**src/pwm_out_pkg.sv**
```systemverilog
// package: register map, field layout, reset values and carrier types of the pwm output stage
package pwm_out_pkg;

	// ==========================================================
	// register byte offsets
	localparam logic [7:0] FAULT_CONFIG_OFS   = 8'h00;
	localparam logic [7:0] OUT_CTRL0_OFS      = 8'h04;
	localparam logic [7:0] OUT_CTRL1_OFS      = 8'h08;
	localparam logic [7:0] TRIG_CMP_OFS       = 8'h0C;
	localparam logic [7:0] PERIOD_BUF_OFS     = 8'h10;
	localparam logic [7:0] DUTY_BUF_OFS       = 8'h14;
	localparam logic [7:0] STATUS_OFS         = 8'h20;

	// ==========================================================
	// field positions
	localparam int FAULT_ENABLE_BIT      = 0;
	localparam int FAULT_MODE_BIT        = 1;
	localparam int FAULT_STATUS_BIT      = 2;
	localparam int BRK_FAULT_EN_BIT      = 7;
	localparam int PAIR_EN_LSB           = 4;
	localparam int UPDATE_LOCKOUT_BIT    = 1;
	localparam int TRIG_DIR_BIT          = 3;
	localparam int TRIG_POST_LSB         = 4;

	// ==========================================================
	// reset values
	localparam logic [2:0]  PAIR_EN_RST_OFF  = 3'h0;
	localparam logic [2:0]  PAIR_EN_RST_ON   = 3'h4;
	localparam logic [15:0] WORD_RST         = 16'h0000;
	localparam logic [3:0]  POST_RST         = 4'h0;

	// ==========================================================
	// carrier types
	typedef struct packed {
		logic brk_fault_enable;
		logic fault_mode_select;
		logic fault_enable;
	} fault_cfg_s;

	typedef struct packed {
		logic [3:0] trigger_postscale;
		logic       trigger_direction;
		logic       update_lockout;
	} out_ctrl1_s;

	typedef struct packed {
		logic [15:0] count;
		logic        count_down;
		logic        updown_mode;
		logic        period_start;
	} timebase_s;

	typedef enum logic [0:0] {
		FLT_RUN  = 1'b0,
		FLT_HOLD = 1'b1
	} fault_state_e;

endpackage

```
**src/pwm_output_fault_trigger.sv**
```systemverilog
// pwm output stage: polarity, pin ownership, fault handling, update lockout, event trigger
// Summary of operation
// [RL1] odd high-side outputs active-high when high polarity is 1, else active-low
// [RL2] even low-side outputs active-high when low polarity set, else active-low
// [RL3] every level, fault or override included, passes through polarity
// [RL4] default polarity settings give active-high pins
// [RL5] pair is general I/O unless enabled; enabled pair ignores latch and direction
// [RL6] unprogrammed ownership setting: reset clears all pair enables
// [RL7] ownership programmed low: reset loads pair enable field with 100
// [RL8] fault input acts only while fault enable bit 0 is set
// [RL9] fault input active-low; enabled fault forces outputs inactive in hardware
// [RL10] latched mode: inactive until input high and status cleared, resume next period
// [RL11] cycle mode: inactive while input low, resume next period, status auto clears
// [RL12] fault status bit 2 sets on fault, reads 0 without fault
// [RL13] bit 7 set makes a debugger breakpoint act as a fault
// [RL14] lockout set blocks buffer transfer; clearing loads all buffers together
// [RL15] software sets lockout, writes duty and period buffers, then clears it
// [RL16] trigger fires when time base equals 16-bit compare value
// [RL17] up/down mode: direction bit picks up or down phase; else ignored
// [RL18] no trigger while compare value is zero
// [RL19] trigger pulses always produced with no enable, sent to converter
// [RL20] trigger passes a four-bit postscaler, ratios 1:1 to 1:16
// [RL21] postscaler cleared on reset and on any compare byte write
// [RL22] each trigger is a one-clock pulse
//
// Design decisions made here: the Wishbone register port and the address map.
`timescale 1ns/100ps

module pwm_output_fault_trigger #(
	parameter int NUM_PAIRS = 3,
	parameter int NUM_DUTY  = 3
) (
	input  wire logic                           i_clk,
	input  wire logic                           i_sys_rst,
	input  wire logic [7:0]                     i_wb_adr,
	input  wire logic [31:0]                    i_wb_dat,
	input  wire logic [3:0]                     i_wb_sel,
	input  wire logic                           i_wb_we,
	input  wire logic                           i_wb_cyc,
	input  wire logic                           i_wb_stb,
	output logic      [31:0]                    o_wb_dat,
	output logic                                o_wb_ack,
	input  wire logic                           i_high_side_polarity,
	input  wire logic                           i_low_side_polarity,
	input  wire logic                           i_reset_pin_ownership_cfg,
	input  wire logic [2*NUM_PAIRS-1:0]         i_pwm_level,
	input  wire logic [2*NUM_PAIRS-1:0]         i_port_latch,
	input  wire logic [2*NUM_PAIRS-1:0]         i_pin_direction_reg,
	input  wire logic                           i_fault_input_n,
	input  wire logic                           i_breakpoint_hit,
	input  wire pwm_out_pkg::timebase_s         i_timebase,
	output logic      [2*NUM_PAIRS-1:0]         o_pwm_pin,
	output logic      [2*NUM_PAIRS-1:0]         o_pwm_oe,
	output logic      [15:0]                    o_period_value,
	output logic      [NUM_DUTY*16-1:0]         o_duty_cycle_value,
	output logic                                o_trigger_pulse,
	output logic                                o_fault_active
);
	import pwm_out_pkg::*;

	// ==========================================================
	// elaboration checks
	if (NUM_PAIRS != 3) begin : g_bad_pairs
		$error("NUM_PAIRS must be 3: the pair enable code covers three pairs");
	end
	if (NUM_DUTY < 1 || NUM_DUTY > 3) begin : g_bad_duty
		$error("NUM_DUTY must lie between 1 and 3");
	end

	localparam int NPIN = 2 * NUM_PAIRS;

	// ==========================================================
	// wishbone slave
	logic        req;
	logic        wr_go;
	logic [31:0] rd_nxt;
	logic [15:0] wr_word;

	assign req     = i_wb_cyc & i_wb_stb;
	// writes land on the edge where the master sees ack
	assign wr_go   = req & i_wb_we & o_wb_ack;
	assign wr_word = {i_wb_sel[1] ? i_wb_dat[15:8] : 8'h00, i_wb_dat[7:0]};

	fault_cfg_s      fcfg_r;
	logic            status_r;
	logic [2:0]      pair_en_r;
	out_ctrl1_s      ctrl1_r;
	logic [15:0]     cmp_r;
	logic [15:0]     period_buf_r;
	logic [15:0]     period_act_r;
	logic [15:0]     duty_buf_r [NUM_DUTY];
	fault_state_e    fstate_r;
	logic            fault_cond;
	logic            cmp_wr;

	always_ff @(posedge i_clk) begin
		if (i_sys_rst) begin
			o_wb_ack <= 1'b0;
		end else begin
			o_wb_ack <= req & ~o_wb_ack;
		end
	end

	always_comb begin
		rd_nxt = 32'h0000_0000;
		unique case (i_wb_adr)
			FAULT_CONFIG_OFS: rd_nxt[7:0] = {fcfg_r.brk_fault_enable, 4'h0, status_r,
				fcfg_r.fault_mode_select, fcfg_r.fault_enable};
			OUT_CTRL0_OFS:    rd_nxt[PAIR_EN_LSB +: 3] = pair_en_r;
			OUT_CTRL1_OFS:    rd_nxt[7:0] = {ctrl1_r.trigger_postscale,
				ctrl1_r.trigger_direction, 1'b0, ctrl1_r.update_lockout, 1'b0};
			TRIG_CMP_OFS:     rd_nxt[15:0] = cmp_r;
			PERIOD_BUF_OFS:   rd_nxt[15:0] = period_buf_r;
			STATUS_OFS:       rd_nxt[1:0] = {fstate_r == FLT_HOLD, fault_cond};
			default: begin
				for (int d = 0; d < NUM_DUTY; d++) begin
					if (i_wb_adr == DUTY_BUF_OFS + 8'(4 * d)) begin
						rd_nxt[15:0] = duty_buf_r[d];
					end
				end
			end
		endcase
	end

	always_ff @(posedge i_clk) begin
		if (i_sys_rst) begin
			o_wb_dat <= 32'h0000_0000;
		end else if (req & ~o_wb_ack) begin
			o_wb_dat <= rd_nxt;
		end
	end

	// ==========================================================
	// control registers
	always_ff @(posedge i_clk) begin
		if (i_sys_rst) begin
			fcfg_r <= '0;
		end else if (wr_go && i_wb_sel[0] && i_wb_adr == FAULT_CONFIG_OFS) begin
			fcfg_r.fault_enable      <= i_wb_dat[FAULT_ENABLE_BIT];
			fcfg_r.fault_mode_select <= i_wb_dat[FAULT_MODE_BIT];
			fcfg_r.brk_fault_enable  <= i_wb_dat[BRK_FAULT_EN_BIT];
		end
	end

	// the reset value is a strap sampled while the synchronous reset is held
	always_ff @(posedge i_clk) begin
		if (i_sys_rst) begin
			pair_en_r <= i_reset_pin_ownership_cfg ? PAIR_EN_RST_OFF  // [RL6]
				: PAIR_EN_RST_ON;  // [RL7]
		end else if (wr_go && i_wb_sel[0] && i_wb_adr == OUT_CTRL0_OFS) begin
			pair_en_r <= i_wb_dat[PAIR_EN_LSB +: 3];
		end
	end

	always_ff @(posedge i_clk) begin
		if (i_sys_rst) begin
			ctrl1_r <= '0;
		end else if (wr_go && i_wb_sel[0] && i_wb_adr == OUT_CTRL1_OFS) begin
			ctrl1_r.trigger_postscale <= i_wb_dat[TRIG_POST_LSB +: 4];
			ctrl1_r.trigger_direction <= i_wb_dat[TRIG_DIR_BIT];
			ctrl1_r.update_lockout    <= i_wb_dat[UPDATE_LOCKOUT_BIT];
		end
	end

	assign cmp_wr = wr_go && (i_wb_sel[1:0] != 2'b00) && i_wb_adr == TRIG_CMP_OFS;

	always_ff @(posedge i_clk) begin
		if (i_sys_rst) begin
			cmp_r <= WORD_RST;
		end else if (cmp_wr) begin
			if (i_wb_sel[0]) begin
				cmp_r[7:0] <= i_wb_dat[7:0];
			end
			if (i_wb_sel[1]) begin
				cmp_r[15:8] <= i_wb_dat[15:8];
			end
		end
	end

	// ==========================================================
	// double buffered period and duty values
	always_ff @(posedge i_clk) begin
		if (i_sys_rst) begin
			period_buf_r <= WORD_RST;
		end else if (wr_go && i_wb_adr == PERIOD_BUF_OFS) begin
			if (i_wb_sel[0]) begin
				period_buf_r[7:0] <= wr_word[7:0];
			end
			if (i_wb_sel[1]) begin
				period_buf_r[15:8] <= wr_word[15:8];
			end
		end
	end

	// transfer happens every cycle the lockout is clear, so all values move as one
	always_ff @(posedge i_clk) begin
		if (i_sys_rst) begin
			period_act_r <= WORD_RST;
		end else if (!ctrl1_r.update_lockout) begin
			period_act_r <= period_buf_r;  // [RL14]
		end
	end

	assign o_period_value = period_act_r;

	for (genvar d = 0; d < NUM_DUTY; d++) begin : g_duty
		localparam logic [7:0] OFS = DUTY_BUF_OFS + 8'(4 * d);
		always_ff @(posedge i_clk) begin
			if (i_sys_rst) begin
				duty_buf_r[d] <= WORD_RST;
			end else if (wr_go && i_wb_adr == OFS) begin
				if (i_wb_sel[0]) begin
					duty_buf_r[d][7:0] <= wr_word[7:0];
				end
				if (i_wb_sel[1]) begin
					duty_buf_r[d][15:8] <= wr_word[15:8];
				end
			end
		end
		always_ff @(posedge i_clk) begin
			if (i_sys_rst) begin
				o_duty_cycle_value[d*16 +: 16] <= WORD_RST;
			end else if (!ctrl1_r.update_lockout) begin
				o_duty_cycle_value[d*16 +: 16] <= duty_buf_r[d];  // [RL14]
			end
		end
	end

	// ==========================================================
	// fault handling
	assign fault_cond = (fcfg_r.fault_enable & ~i_fault_input_n)  // [RL8] [RL9]
		| (fcfg_r.brk_fault_enable & i_breakpoint_hit);  // [RL13]

	logic sw_status_clr;

	assign sw_status_clr = wr_go && i_wb_sel[0] && i_wb_adr == FAULT_CONFIG_OFS
		&& !i_wb_dat[FAULT_STATUS_BIT] && !fcfg_r.fault_mode_select;

	// a new fault in the cycle of a clear keeps the flag set
	always_ff @(posedge i_clk) begin
		if (i_sys_rst) begin
			status_r <= 1'b0;
		end else if (fault_cond) begin
			status_r <= 1'b1;  // [RL12]
		end else if (sw_status_clr) begin
			status_r <= 1'b0;  // [RL10]
		end else if (fcfg_r.fault_mode_select && i_timebase.period_start) begin
			status_r <= 1'b0;  // [RL11]
		end
	end

	always_ff @(posedge i_clk) begin
		if (i_sys_rst) begin
			fstate_r <= FLT_RUN;
		end else begin
			unique case (fstate_r)
				FLT_RUN: begin
					if (fault_cond) begin
						fstate_r <= FLT_HOLD;  // [RL9]
					end
				end
				FLT_HOLD: begin
					if (i_timebase.period_start && !fault_cond
						&& (fcfg_r.fault_mode_select || !status_r)) begin
						fstate_r <= FLT_RUN;  // [RL10] [RL11]
					end
				end
			endcase
		end
	end

	// ==========================================================
	// pin drive with polarity and ownership
	logic             force_off;
	logic [NPIN-1:0]  pol;
	logic [NPIN-1:0]  pair_own;

	// the current fault is used as well so the pins go inactive one cycle earlier, on the edge that enters the hold state
	assign force_off = fault_cond || fstate_r == FLT_HOLD;  // [RL9]

	for (genvar p = 0; p < NPIN; p++) begin : g_pin
		// unprogrammed polarity settings read 1, giving active-high pins
		assign pol[p] = (p % 2 == 1) ? i_high_side_polarity  // [RL1] [RL4]
			: i_low_side_polarity;  // [RL2]
		// code n enables the first n pairs, 3 and above enable all
		assign pair_own[p] = pair_en_r > 3'(p / 2);
		always_ff @(posedge i_clk) begin
			if (i_sys_rst) begin
				o_pwm_pin[p] <= 1'b0;
				o_pwm_oe[p]  <= 1'b0;
			end else if (pair_own[p]) begin
				o_pwm_pin[p] <= (i_pwm_level[p] & ~force_off) ^ ~pol[p];  // [RL3]
				o_pwm_oe[p]  <= 1'b1;  // [RL5]
			end else begin
				o_pwm_pin[p] <= i_port_latch[p];  // [RL5]
				o_pwm_oe[p]  <= ~i_pin_direction_reg[p];
			end
		end
	end

	always_ff @(posedge i_clk) begin
		if (i_sys_rst) begin
			o_fault_active <= 1'b0;
		end else begin
			o_fault_active <= force_off;
		end
	end

	// ==========================================================
	// special event trigger
	logic       match;
	logic       match_prev_r;
	logic [3:0] post_cnt_r;
	logic       dir_ok;

	assign dir_ok = !i_timebase.updown_mode
		|| (i_timebase.count_down == ctrl1_r.trigger_direction);  // [RL17]
	assign match  = i_timebase.count == cmp_r  // [RL16]
		&& cmp_r != WORD_RST && dir_ok;  // [RL18]

	// a prescaled time base dwells on one count; only the first cycle counts
	always_ff @(posedge i_clk) begin
		if (i_sys_rst) begin
			match_prev_r <= 1'b0;
		end else begin
			match_prev_r <= match;
		end
	end

	always_ff @(posedge i_clk) begin
		if (i_sys_rst || cmp_wr) begin
			post_cnt_r      <= POST_RST;  // [RL21]
			o_trigger_pulse <= 1'b0;
		end else if (match && !match_prev_r) begin
			if (post_cnt_r == ctrl1_r.trigger_postscale) begin
				post_cnt_r      <= POST_RST;
				o_trigger_pulse <= 1'b1;  // [RL19] [RL20]
			end else begin
				post_cnt_r      <= post_cnt_r + 4'h1;
				o_trigger_pulse <= 1'b0;
			end
		end else begin
			o_trigger_pulse <= 1'b0;  // [RL22]
		end
	end
endmodule

```
**config.mk**
```make
export PLATFORM = sky130hd
export DESIGN_NAME = pwm_output_fault_trigger
export DESIGN_NICKNAME = d
export VERILOG_FILES = /design/src/pwm_out_pkg.sv /design/src/pwm_output_fault_trigger.sv
export SDC_FILE = /design/constraint.sdc
export NUM_CORES = 1
export LEC_CHECK = 0
export BUFFER_PORTS_ARGS = -buffer_cell sky130_fd_sc_hd__buf_2
export CAP_MARGIN = 20
export CORE_MARGIN = 1.5
export CORE_UTILIZATION = 41
export CTS_BUF_LIST = sky130_fd_sc_hd__clkbuf_4 sky130_fd_sc_hd__clkbuf_8 sky130_fd_sc_hd__clkbuf_16
export CTS_CLUSTER_DIAMETER = 100
export CTS_CLUSTER_SIZE = 16
export DETAILED_ROUTE_END_ITERATION = 8
export SETUP_SLACK_MARGIN = 0.02
export SYNTH_ARGS = -nofsm -noshare
export SYNTH_HDL_FRONTEND = slang
export SYNTH_SLANG_ARGS = --single-unit
export TNS_END_PERCENT = 10
```
**constraint.sdc**
```tcl
create_clock -name i_clk -period 5.25 [get_ports i_clk]
set_input_delay 0 -clock i_clk [delete_from_list [all_inputs] [get_ports i_clk]]
set_output_delay 0 -clock i_clk [all_outputs]
set_load 0.02 [all_outputs]
```
==> metrics.json <==
{
  "clock_sink_count": {"value": 194},
  "finalNetCount": {"value": 1085},
  "fin_worst_skew": {"value": 0.00798, "unit": "ns"},
  "grt_pass1_vias": {"value": 6097},
  "crit_path_max_incr_delay": {"value": 0.57, "unit": "ns"},
  "drt.antenna.violating_nets": {"value": 0},
  "drive_above_1_share": {"value": 23.9, "unit": "%"},
  "timing.reg2reg.setup_slack": {"value": 2.88, "unit": "ns"},
  "setup_repair_after_global_routing_missed_its_margin": {"value": "false"},
  "worstMarginPinSlew": {"value": 0.933, "unit": "ns"},
  "setup_viol": {"value": 0},
  "clock-root-buffer": {"value": "sky130_fd_sc_hd__clkbuf_16"},
  "min_period": {"value": 2.37, "unit": "ns"},
  "cp_slowest_cell": {"value": "sky130_fd_sc_hd__and2_1"},
  "sequence_of_cells_on_the_critical_path": {"value": "and4_1 > and2_1 > nand3_1 > o311ai_0 > a31oi_1"},
  "fillerInstances": {"value": 1965},
  "async_flop_share": {"value": 0, "unit": "%"},
  "critPathBufInv": {"value": 0},
  "yosysTopAreaCellShare": {"value": 34.1, "unit": "%"},
  "grt_util_all_layers": {"value": 21.0, "unit": "%"},
  "drt_drc_violations_left": {"value": 0},
  "ios": {"value": 202},
  "vdd_ir_drop_max": {"value": 0.223, "unit": "mV"},
  "ys_ff_latch": {"value": 194},
  "num_antenna_cells": {"value": 0},
  "post_cts_resized": {"value": 0},
  "maximum_number_of_pins_on_one_net_before_global_route_repair": {"value": 65},
  "ctsHtreeMaxLevel": {"value": 4},
  "stdcell_area": {"value": 0.0102, "unit": "mm2"},
  "std_cell_rows": {"value": 52},
  "maxCapViolCount": {"value": 0},
  "number_of_enable_flip_flop_cells_after_synthesis": {"value": 51},
  "crit_path_kind": {"value": "flip-flop to flip-flop"},
  "ys_seq_area_share": {"value": 52.4, "unit": "%"},
  "place_ws": {"value": 2.73, "unit": "ns"},
  "starting_density_of_the_core": {"value": 41.6, "unit": "%"},
  "floorplan.die_area": {"value": 0.0213, "unit": "mm2"},
  "grt_antenna_before_repair": {"value": 0},
  "numCtsBuffers": {"value": 17},
  "yosys_most_used_dff": {"value": "sky130_fd_sc_hd__dfxtp_1"},
  "die_height": {"value": 146, "unit": "um"},
  "worstPathRequired": {"value": 5.54, "unit": "ns"},
  "clk-insertion-delay-late": {"value": 0.43, "unit": "ns"},
  "post-synth-top-area-cell": {"value": "sky130_fd_sc_hd__dfxtp_1"},
  "crit_cells": {"value": 5},
  "critical_path.startpoint": {"value": "o_wb_ack$_SDFF_PP0_"},
  "synth.distinct_cells": {"value": 67},
  "postCtsSetupRepairBufs": {"value": 0},
  "yosys_warnings": {"value": 0},
  "synthesis.area_per_instance": {"value": 10.3, "unit": "um2"},
  "replace_congestion": {"value": 0.788},
  "grt_pass1_wl": {"value": 34600, "unit": "um"},
  "critPathTopFamily": {"value": "simple AND/OR/NAND/NOR gates"},
  "drt-total-wl": {"value": 22200, "unit": "um"},
  "cp-end-kind": {"value": "flip-flop"},
  "finalCritPeriodShare": {"value": 45.1, "unit": "%"},
  "reg2reg_capture_point": {"value": "status_r$_SDFFE_PP0P_"},
  "post_synth_main_area_contributors": {"value": "sky130_fd_sc_hd__dfxtp_1, sky130_fd_sc_hd__edfxtp_1, sky130_fd_sc_hd__mux2i_1, sky130_fd_sc_hd__nor2_1, sky130_fd_sc_hd__a21oi_1"},
  "final_hold_viol_count": {"value": 0},
  "hold_path_class": {"value": "primary input to flip-flop"},
  "rr_startpoint": {"value": "o_wb_ack$_SDFF_PP0_"},
  "p_total": {"value": 0.00307, "unit": "W"},
  "final_max_slew_viol_count": {"value": 0},
  "cellLeakagePower": {"value": 4.13, "unit": "nW"},
  "detailedRoute.firstIterationViolations": {"value": 442},
  "dr_total_vias": {"value": 6483},
  "crit_path_max_fanout": {"value": 13},
  "place.port_buffers": {"value": 167},
  "die_x": {"value": 146, "unit": "um"},
  "post-dp-hpwl": {"value": 15700, "unit": "um"},
  "clock_pin_slew_on_the_worst_setup_and_hold_paths": {"value": 0.07, "unit": "ns"},
  "holdBufCountCts": {"value": 36},
  "clk_path_buf_depth": {"value": 2},
  "netlist_instances": {"value": 813},
  "timing.setup.tns": {"value": 0, "unit": "ns"},
  "worst-r2r-cell-count": {"value": 5},
  "drt-vias-per-instance": {"value": 5.08},
  "flow.area_growth_from_synthesis": {"value": 21.7, "unit": "%"},
  "cp-start-kind": {"value": "flip-flop"},
  "timing.final.ws_setup": {"value": 2.88, "unit": "ns"},
  "synthMostInstantiatedCell": {"value": "sky130_fd_sc_hd__nor2_1"},
  "critical_path_data_arrival_time": {"value": 2.66, "unit": "ns"},
  "syn-cell-area": {"value": 0.00838, "unit": "mm2"},
  "postPlaceCellArea": {"value": 0.00930, "unit": "mm2"},
  "slew_headroom": {"value": 37.2, "unit": "%"},
  "timing.fmax": {"value": 0.422, "unit": "GHz"},
  "overflow": {"value": 0},
  "postLayoutCoreUtil": {"value": 50.6, "unit": "%"},
  "status": {"value": "completed"},
  "power.density_cell_area": {"value": 301, "unit": "mW/mm2"},
  "design.core.area": {"value": 0.0202, "unit": "mm2"},
  "cts_tree": {"value": "yes"},
  "firstDrtPassIters": {"value": 5},
  "critical_path.endpoint": {"value": "status_r$_SDFFE_PP0P_"},
  "wl_per_cell": {"value": 17.4, "unit": "um"},
  "synth_commonest_cells": {"value": "sky130_fd_sc_hd__nor2_1, sky130_fd_sc_hd__dfxtp_1, sky130_fd_sc_hd__mux2i_1, sky130_fd_sc_hd__edfxtp_1, sky130_fd_sc_hd__nand2_1"}
}
[cell families after synthesis]
logic type / count (synthesis) / share of synthesized area [%]
xor gates and xnor gates: 27 / 2.82
AOI/OAI and AO/OA: 116 / 10.3
DFF: 194 / 52.4
other: 1 / 0.0447
buffers and inverters: 64 / 4.33
and+or+nand+nor: 308 / 17.8
adders and majority gates: 1 / 0.149
muxes: 102 / 12.2
[placed cells by master, fill, tap and decap left out, types with 5 or more instances in the layout]
cell and n:
sky130_fd_sc_hd__xnor2_1 10, sky130_fd_sc_hd__and2_1 20, sky130_fd_sc_hd__buf_2 166, sky130_fd_sc_hd__nand2b_1 6, sky130_fd_sc_hd__a221oi_1 13, sky130_fd_sc_hd__xor2_1 17
sky130_fd_sc_hd__conb_1 16, sky130_fd_sc_hd__o2bb2ai_1 7, sky130_fd_sc_hd__o21ai_1 7, sky130_fd_sc_hd__o2bb2ai_2 7, sky130_fd_sc_hd__nor2_1 173, sky130_fd_sc_hd__a21oi_1 34
sky130_fd_sc_hd__and4b_1 7, sky130_fd_sc_hd__clkbuf_16 17, sky130_fd_sc_hd__buf_4 5, sky130_fd_sc_hd__o21ai_0 15, sky130_fd_sc_hd__clkinv_2 5, sky130_fd_sc_hd__a311oi_1 5
sky130_fd_sc_hd__nor4_2 5, sky130_fd_sc_hd__dfxtp_1 142, sky130_fd_sc_hd__dlygate4sd3_1 36, sky130_fd_sc_hd__edfxtp_1 51, sky130_fd_sc_hd__a211oi_2 8, sky130_fd_sc_hd__nor4_1 5
sky130_fd_sc_hd__mux2i_1 101, sky130_fd_sc_hd__nand3_1 12, sky130_fd_sc_hd__nand2_1 45
[state kept, by name (all words and copies together), names as in the netlist]
register / cells
o_fault_active: 1
fcfg_r: 3
cmp_r: 16
fstate_r: 1
period_buf_r: 16
o_wb_ack: 1
o_duty_cycle_value: 48
o_trigger_pulse: 1
pair_en_r: 3
duty_buf_r: 48
post_cnt_r: 4
match_prev_r: 1
ctrl1_r: 6
o_wb_dat: 16
o_pwm_pin: 6
o_period_value: 16
status_r: 1
o_pwm_oe: 6
[per-stage QoR]
step / instances / hold WS [ns]
after floorplan: 828 / 0.0919
after global placement: 1208 / 0.176
after detailed placement: 1208 / 0.182
after CTS: 1276 / 0.00787
after global routing: 1276 / 0.0327
final: 1276 / 0.00623
[area by class of cell]
class	instances	area, um2	area share, %
Multi-Input combinational cell	570	3680	36.1
Tap cell	270	338	3.31
Timing Repair Buffer	207	1230	12.0
Sequential cell	194	4400	43.1
Clock inverter	12	80.1	0.785
Inverter	3	11.3	0.110
Clock buffer	20	460	4.51
[worst min-delay path, delay by kind of cell]
kind	cells	cell delay [ns]
buffers and inverters	1	0.13
and+or+nand+nor	1	0.07
AOI/OAI and AO/OA	2	0.20
[report_power, final]
| group | switching [W] | internal (W) |
|---|---|---|
| combinational | 0.000161 | 0.0000987 |
| sequential | 0.0000239 | 0.00157 |
| clock | 0.000580 | 0.000638 |
[worst min path at each step]
stage | startpoint | to | slack, ns | cells past startpoint
3_3_place_gp | i_pin_direction_reg[1] | o_pwm_oe[1]$_SDFF_PP0_ | 0.18 | 2
3_5_place_dp | i_pin_direction_reg[3] | o_pwm_oe[3]$_SDFF_PP0_ | 0.18 | 2
5_1_grt | i_wb_adr[6] | o_wb_dat[0]$_SDFFE_PP0P_ | 0.03 | 4
6_report | i_wb_adr[6] | o_wb_dat[0]$_SDFFE_PP0P_ | 0.006 | 4
2_1_floorplan | i_pin_direction_reg[0] | o_pwm_oe[0]$_SDFF_PP0_ | 0.09 | 1
4_1_cts | i_high_side_polarity | o_pwm_pin[5]$_SDFF_PP0_ | 0.008 | 4
[per-layer routing]
layer	routed length (um)	global-route usage (%)	share of wire, %	up-vias
met2	10200	31.9	46	170
met3	1130	3.89	5.1	18
met1	10600	30.9	48	3105
met4	236	5.40	1.1	0
li1	-	-	-	3190
met5	0	0	0	-
Power figures use the tool's default switching activity.
